<file path="src/ata_gpio_pkg.sv">
/*
 * package for the ata-attached gpio ports: register addresses, select
 * field layout, reset values and the bus request carrier.
 * assumes a single 200 mhz clock domain and byte-wide register access.
 */
package ata_gpio_pkg;

    // ------------------------------------------------------------------
    // sizes
    // ------------------------------------------------------------------
    localparam int PORT_COUNT = 5;           // ports a to e
    localparam int PORT_WIDTH = 8;           // lines per port

    // ------------------------------------------------------------------
    // register addresses in the command block
    // ------------------------------------------------------------------
    localparam logic [2:0] ADDR_OUTPUT_VALUE = 3'h4;
    localparam logic [2:0] ADDR_PIN_DIRECTION = 3'h5;
    localparam logic [2:0] ADDR_PORT_SELECT = 3'h6;

    // ------------------------------------------------------------------
    // select register fields
    // ------------------------------------------------------------------
    localparam int SEL_PORT_LSB = 0;         // port code bits 3..0
    localparam int SEL_PORT_MSB = 3;
    localparam int SEL_DEVICE_BIT = 4;       // master/slave select
    localparam logic [3:0] PORT_CODE_FIRST = 4'h1;
    localparam logic [3:0] PORT_CODE_LAST = 4'h5;

    // ------------------------------------------------------------------
    // reset values
    // ------------------------------------------------------------------
    localparam logic [7:0] RESET_SELECT = 8'h00;
    localparam logic [7:0] RESET_DIRECTION = 8'h00;
    localparam logic [7:0] RESET_OUTPUT = 8'h00;

    // ------------------------------------------------------------------
    // bus request carrier: one byte access per cycle
    // ------------------------------------------------------------------
    typedef struct packed {
        logic wr;            // one-cycle write strobe
        logic rd;            // one-cycle read strobe
        logic [2:0] addr;    // command block register address
        logic [7:0] wdata;   // write byte
    } bus_req_t;

endpackage

</file>
<file path="src/gpio_port_bank.sv">
/*
 * one 8-line port: output value and direction registers, pin drive.
 * assumes writes arrive already decoded for this port.
 */
`timescale 1ns/1ps

module gpio_port_bank #(
    parameter int WIDTH = 8
) (
    input wire logic clock,
    input wire logic nrst,
    input wire logic clk_en,
    input wire logic wr_value,
    input wire logic wr_dir,
    input wire logic [WIDTH-1:0] wdata,
    output logic [WIDTH-1:0] pin_out,
    output logic [WIDTH-1:0] pin_oe
);

    // ------------------------------------------------------------------
    // storage
    // ------------------------------------------------------------------
    logic [WIDTH-1:0] out_value;          // latched output levels
    logic [WIDTH-1:0] dir;                // 1 = drive, 0 = input
    logic [WIDTH-1:0] next_out_value;
    logic [WIDTH-1:0] next_dir;

    // next values for both registers
    always_comb begin
        next_out_value = out_value;
        next_dir = dir;
        if (wr_value) begin
            next_out_value = wdata;
        end
        if (wr_dir) begin
            next_dir = wdata;
        end
    end

    // register, reset to all inputs
    always_ff @(posedge clock) begin
        if (!nrst) begin
            out_value <= ata_gpio_pkg::RESET_OUTPUT;
            dir <= ata_gpio_pkg::RESET_DIRECTION;
        end else if (clk_en) begin
            out_value <= next_out_value;
            dir <= next_dir;
        end
    end

    // per-line drive: enable from direction, level from output value
    genvar b;
    generate
        for (b = 0; b < WIDTH; b++) begin : g_line
            assign pin_oe[b] = dir[b];
            assign pin_out[b] = out_value[b];
        end
    endgenerate

endmodule // gpio_port_bank

</file>
<file path="src/ata_gpio_ports.sv">
/*
 * ata-attached gpio adapter: five 8-line bidirectional ports behind the
 * command block registers 4, 5 and 6 of a parallel ata channel.
 * assumes host strobes are synchronous to clock, one cycle each, and
 * that pin inputs are already synchronous to clock.
 */
`timescale 1ns/1ps

module ata_gpio_ports #(
    parameter int PORTS = ata_gpio_pkg::PORT_COUNT,
    parameter int WIDTH = ata_gpio_pkg::PORT_WIDTH
) (
    input wire logic clock,
    input wire logic nrst,
    input wire logic clk_en,
    input wire logic is_slave,
    input wire ata_gpio_pkg::bus_req_t req,
    output logic [7:0] rdata,
    output logic rdata_valid,
    input wire logic [PORTS*WIDTH-1:0] pin_in,
    output logic [PORTS*WIDTH-1:0] pin_out,
    output logic [PORTS*WIDTH-1:0] pin_oe
);

    // ------------------------------------------------------------------
    // elaboration checks
    // ------------------------------------------------------------------
    initial begin
        if (PORTS < 1 || PORTS > 15) begin
            $error("ports must be 1 to 15");
        end
        if (WIDTH != 8) begin
            $error("port width must be 8");    // byte-wide transfers only
        end
    end

    // ------------------------------------------------------------------
    // select register and decode
    // ------------------------------------------------------------------
    logic [4:0] sel;                 // device bit + port code, bits 7-5 dropped
    logic [4:0] next_sel;
    logic dev_match;                 // select bit equals strap
    logic port_ok;                   // port code in range
    logic [3:0] code;
    logic [PORTS*WIDTH-1:0] bank_out;
    logic [PORTS*WIDTH-1:0] bank_oe;

    assign code = sel[ata_gpio_pkg::SEL_PORT_MSB:ata_gpio_pkg::SEL_PORT_LSB];
    assign dev_match = (sel[ata_gpio_pkg::SEL_DEVICE_BIT] == is_slave);
    assign port_ok = (code >= ata_gpio_pkg::PORT_CODE_FIRST)
                   && (code <= 4'(PORTS));

    // select write: store low five bits, hold otherwise
    always_comb begin
        next_sel = sel;
        if (req.wr && req.addr == ata_gpio_pkg::ADDR_PORT_SELECT) begin
            next_sel = req.wdata[4:0];
        end
    end

    // select register
    always_ff @(posedge clock) begin
        if (!nrst) begin
            sel <= ata_gpio_pkg::RESET_SELECT[4:0];
        end else if (clk_en) begin
            sel <= next_sel;
        end
    end

    // ------------------------------------------------------------------
    // per-port banks
    // ------------------------------------------------------------------
    genvar p;
    generate
        for (p = 0; p < PORTS; p++) begin : g_port
            logic hit;                   // this port selected and addressed
            assign hit = clk_en && dev_match && port_ok
                       && (code == 4'(p + 1));
            gpio_port_bank #(.WIDTH(WIDTH)) u_bank (
                .clock(clock),
                .nrst(nrst),
                .clk_en(clk_en),
                .wr_value(hit && req.wr
                          && req.addr == ata_gpio_pkg::ADDR_OUTPUT_VALUE),
                .wr_dir(hit && req.wr
                        && req.addr == ata_gpio_pkg::ADDR_PIN_DIRECTION),
                .wdata(req.wdata),
                .pin_out(bank_out[p*WIDTH +: WIDTH]),
                .pin_oe(bank_oe[p*WIDTH +: WIDTH])
            );
        end
    endgenerate

    // ------------------------------------------------------------------
    // read path and registered pin outputs
    // ------------------------------------------------------------------
    logic [7:0] next_rdata;
    logic next_rdata_valid;
    logic [3:0] idx;                 // zero-based port index

    assign idx = code - ata_gpio_pkg::PORT_CODE_FIRST;

    // reads of value/direction return live pins; select reads as zero
    always_comb begin
        next_rdata = 8'h00;
        next_rdata_valid = 1'b0;
        if (req.rd && dev_match) begin
            next_rdata_valid = 1'b1;
            if (port_ok && (req.addr == ata_gpio_pkg::ADDR_OUTPUT_VALUE
                || req.addr == ata_gpio_pkg::ADDR_PIN_DIRECTION)) begin
                next_rdata = pin_in[idx*WIDTH +: WIDTH];
            end
        end
    end

    // output flops
    always_ff @(posedge clock) begin
        if (!nrst) begin
            rdata <= 8'h00;
            rdata_valid <= 1'b0;
            pin_out <= '0;
            pin_oe <= '0;
        end else if (clk_en) begin
            rdata <= next_rdata;
            rdata_valid <= next_rdata_valid;
            pin_out <= bank_out;
            pin_oe <= bank_oe;
        end
    end

endmodule // ata_gpio_ports

</file>
<file path="config.mk">
export PLATFORM = sky130hd
export DESIGN_NAME = ata_gpio_ports
export DESIGN_NICKNAME = d
export VERILOG_FILES = /design/src/ata_gpio_pkg.sv /design/src/gpio_port_bank.sv /design/src/ata_gpio_ports.sv
export SDC_FILE = /design/constraint.sdc
export NUM_CORES = 1
export LEC_CHECK = 0
export BUFFER_PORTS_ARGS = -buffer_cell sky130_fd_sc_hd__buf_4
export CAP_MARGIN = 20
export CORE_ASPECT_RATIO = 1.1
export CORE_MARGIN = 4
export CORE_UTILIZATION = 54
export CTS_CLUSTER_SIZE = 10
export DETAILED_ROUTE_END_ITERATION = 7
export GPL_TIMING_DRIVEN = 0
export PLACE_DENSITY = 0.84
export SLEW_MARGIN = 15
export SYNTH_ARGS = -nofsm -noshare
export SYNTH_HDL_FRONTEND = slang
export SYNTH_SLANG_ARGS = --single-unit
</file>
<file path="constraint.sdc">
create_clock -name clock -period 2.6 [get_ports clock]
set_clock_uncertainty 0.2 [all_clocks]
set_input_delay 0.26 -clock clock [delete_from_list [all_inputs] [get_ports clock]]
set_output_delay 0.26 -clock clock [all_outputs]
set_load 0.005 [all_outputs]
</file>
==> results.py <==
metrics = {
    "sta": {
        "hold_viol_final": 0,
        "rsz0062_at_grt": "false",
        "tightest_slew_ps": 509,
        "max_freq_ghz": 0.393,
        "slew_headroom_pct": 65.9,
        "setup_violations": 0,
        "hold_ws_ps": 34.8,
        "period_needed_ps": 2540,
        "maxSlewViolCount": 0,
        "min_period_over_period_pct": 97.8,
    },
    "worst_setup_path": {
        "path_cells": "inv_1, ha_1, buf_2, clkbuf_4, mux2_2, a222oi_1, o21ai_0",
        "endpoint_kind": "register",
        "cp_slowest_cell": "dfxtp_1",
        "crit_path_start_kind": "register",
        "path_buf_inv": 3,
        "arrival_ps": 2630,
        "r2r_end": "rdata[4]",
        "r2r_start": "sel[0]",
        "worstPathMaxFanout": 10,
        "startpoint": "sel[0]",
        "r2r_slack_ps": 60,
        "worst_ep_required_time_ps": 2690,
        "path_delay_family": "compound AO/OA/AOI/OAI gates",
        "worstRegToRegCells": 7,
        "worstSetupPathType": "register to register",
        "cpPeakStageDelay_ps": 440,
    },
    "status": {
        "status": "finished, final reports clean",
    },
    "synthesis": {
        "synth_fp_nets": 692,
        "syn_avg_cell_area_um2": 10.9,
        "netlist.area_leader.share_pct": 50.6,
        "ys_top_cells_by_count": "dfxtp_1, mux2i_1, nor2b_1, nand2_1, o21ai_0",
        "synth_cell_types": 35,
        "synth-seq-cells": 174,
        "synthArstFlopShare_pct": 0,
        "synth.most_common_cell": "dfxtp_1",
        "synthCells": 631,
        "synth-edff-count": 0,
        "ys.flop_type": "dfxtp_1",
        "yosysSeqAreaShare_pct": 50.6,
        "ys_warn_count": 0,
        "netlist_area_um2": 6880,
        "synth_top_area_cell": "dfxtp_1",
        "synthTopCellsByArea": "dfxtp_1, mux2i_1, nor2b_1",
    },
    "clock_tree": {
        "post-cts-setup-buffers": 0,
        "cts.clk_slew.worst_paths_ps": 60,
        "numClockSinks": 174,
        "cts_buffers": 17,
        "root_buffer": "clkbuf_16",
        "clock_latency_ps": 420,
        "htreeDepth": 4,
        "cts_tree": "done",
        "cts_buffer_depth": 2,
    },
    "pwr": {
        "p_leak_nw": 4.03,
        "pwr-share-seq_pct": 48.9,
        "ir_drop_uv": 419,
        "power_density_nw_per_um2": 614,
        "swShare_pct": 22.3,
        "power_mw": 5.45,
        "switchingPower_mw": 1.22,
        "power.share.clock_pct": 45.2,
        "p_comb_share_pct": 5.8,
        "p_int_mw": 4.23,
    },
    "placed_design": {
        "dp_hpwl_um": 12900,
        "portBuffers": 145,
        "dp.cells": 933,
        "place.gp.congestion": 0.952,
    },
    "cells_and_area": {
        "syn2layout_area_growth_pct": 29.1,
        "layout.nets": 870,
        "finish.utilization_pct": 70.9,
        "drive_gt1_share_pct": 26.6,
        "fill_cells": 874,
        "fin_cells": 979,
        "diodes": 0,
    },
    "die": {
        "ios": 146,
        "die-width_um": 116,
        "start_util_pct": 54.9,
        "coreArea_um2": 12500,
        "dieArea_um2": 14600,
        "die_h_um": 126,
        "num_rows": 43,
    },
    "global_routing": {
        "grt_first_pass_wirelength_um": 28100,
        "grt-ovfl-total": 0,
        "grt_pass1_vias": 5454,
        "grt.total_usage_pct": 24.9,
        "grt_max_degree": 17,
        "antenna_found_initial": 0,
    },
    "detailed_routing": {
        "drc": 0,
        "vias": 5292,
        "ant_nets": 0,
        "via_per_inst": 5.41,
        "drtIter0Drc": 259,
        "wl_per_cell_um": 18.6,
        "first_pass_iters": 4,
        "routed_wl_um": 18200,
    },
    "hold_path": {
        "hp-class": "input port to register",
        "holdPathEnd": "rdata[2]",
        "hp-start": "pin_in[34]",
        "hold_depth": 3,
    },
    "flow_run": {
        "maxCapViolations": 0,
    },
}
==> worst max path at each step <==
stage,end,slack (ps),cells past startpoint
floorplan,rdata[6],450,7
global placement,rdata[4],130,7
detailed placement,rdata[4],-3,7
CTS,rdata[4],9,7
global route,rdata[5],20,7
finish,rdata[4],60,7
==> metrics by stage <==
step	TNS, ps	setup slack [ps]	area [um^2]
after floorplan	0	445	6880
after global placement	0	129	8170
after detailed placement	-3.00	-3.00	8170
after CTS	0	8.67	8880
after global routing	0	17.6	8880
final	0	58.5	8880
==> metal layers <==
| metal | track usage, % | vias to the layer above | wire, um |
|---|---|---|---|
| li1 | - | 2534 | - |
| met1 | 28.4 | 2543 | 7270 |
| met2 | 44.5 | 175 | 9400 |
| met3 | 5.20 | 40 | 1030 |
| met4 | 10.6 | 0 | 505 |
| met5 | 0 | - | 0 |
==> cell families after synthesis <==
kind of cell               count (synthesis)  share of synthesized area, %
muxes                                    165                          24.3
adders and majority gates                  4                         0.727
buffers and inverters                     39                          2.44
and+or+nand+nor                          214                          18.4
xor gates and xnor gates                   2                         0.527
AOI/OAI and AO/OA                         33                          3.02
DFF                                      174                          50.6
==> worst register-to-register path, delay by kind of cell (launching register included) <==
| kind | cells | cell delay (ps) |
|---|---|---|
| compound gates | 2 | 570 |
| buf+inv | 3 | 560 |
| flops | 1 | 440 |
| mux | 1 | 360 |
| fa+ha+maj | 1 | 280 |
==> state kept, by name, summed over array words and instances (netlist names) <==
name	cells
g_port.u_bank.pin_oe	40
rdata_valid	1
sel	5
pin_out	40
rdata	8
pin_oe	40
g_port.u_bank.pin_out	40
==> power by group through the flow <==
stage	Clock (mW)	Sequential, mW	Combinational [mW]
finish	2.47	2.67	0.317
global route	2.60	2.67	0.333
CTS	2.49	2.67	0.315
detailed placement	0	2.73	0.296
global placement	0	2.73	0.289
floorplan	0	2.73	0.160
==> cell type report <==
cell class,instances,area (um^2),share of cell area [%]
well taps,157,196,2.21
repair buffers,159,1230,13.8
clock buffers,18,429,4.83
clock inverters,14,144,1.62
inverters,2,7.51,0.0845
multi-input cells,418,3230,36.4
flip-flops and latches,174,3480,39.2
plain buffers,37,163,1.83
==> cell usage in the layout, fill, tap and decap left out, types with 16 or more instances in the layout <==
cell	instances
clkbuf_16	17
nor2b_1	104
nand3_1	16
mux2_2	16
nand2_1	64
dfxtp_1	174
buf_4	146
o21ai_0	23
clkbuf_1	22
mux2i_1	149
==> timing repair <==
item / in CTS / in global routing
hold endpoints to repair: 27 / 0
setup endpoints to repair: 0 / 3
hold buffers: 14 / 0
gates resized for setup: 0 / 1
Note: power is estimated with default switching activity, not from simulation.
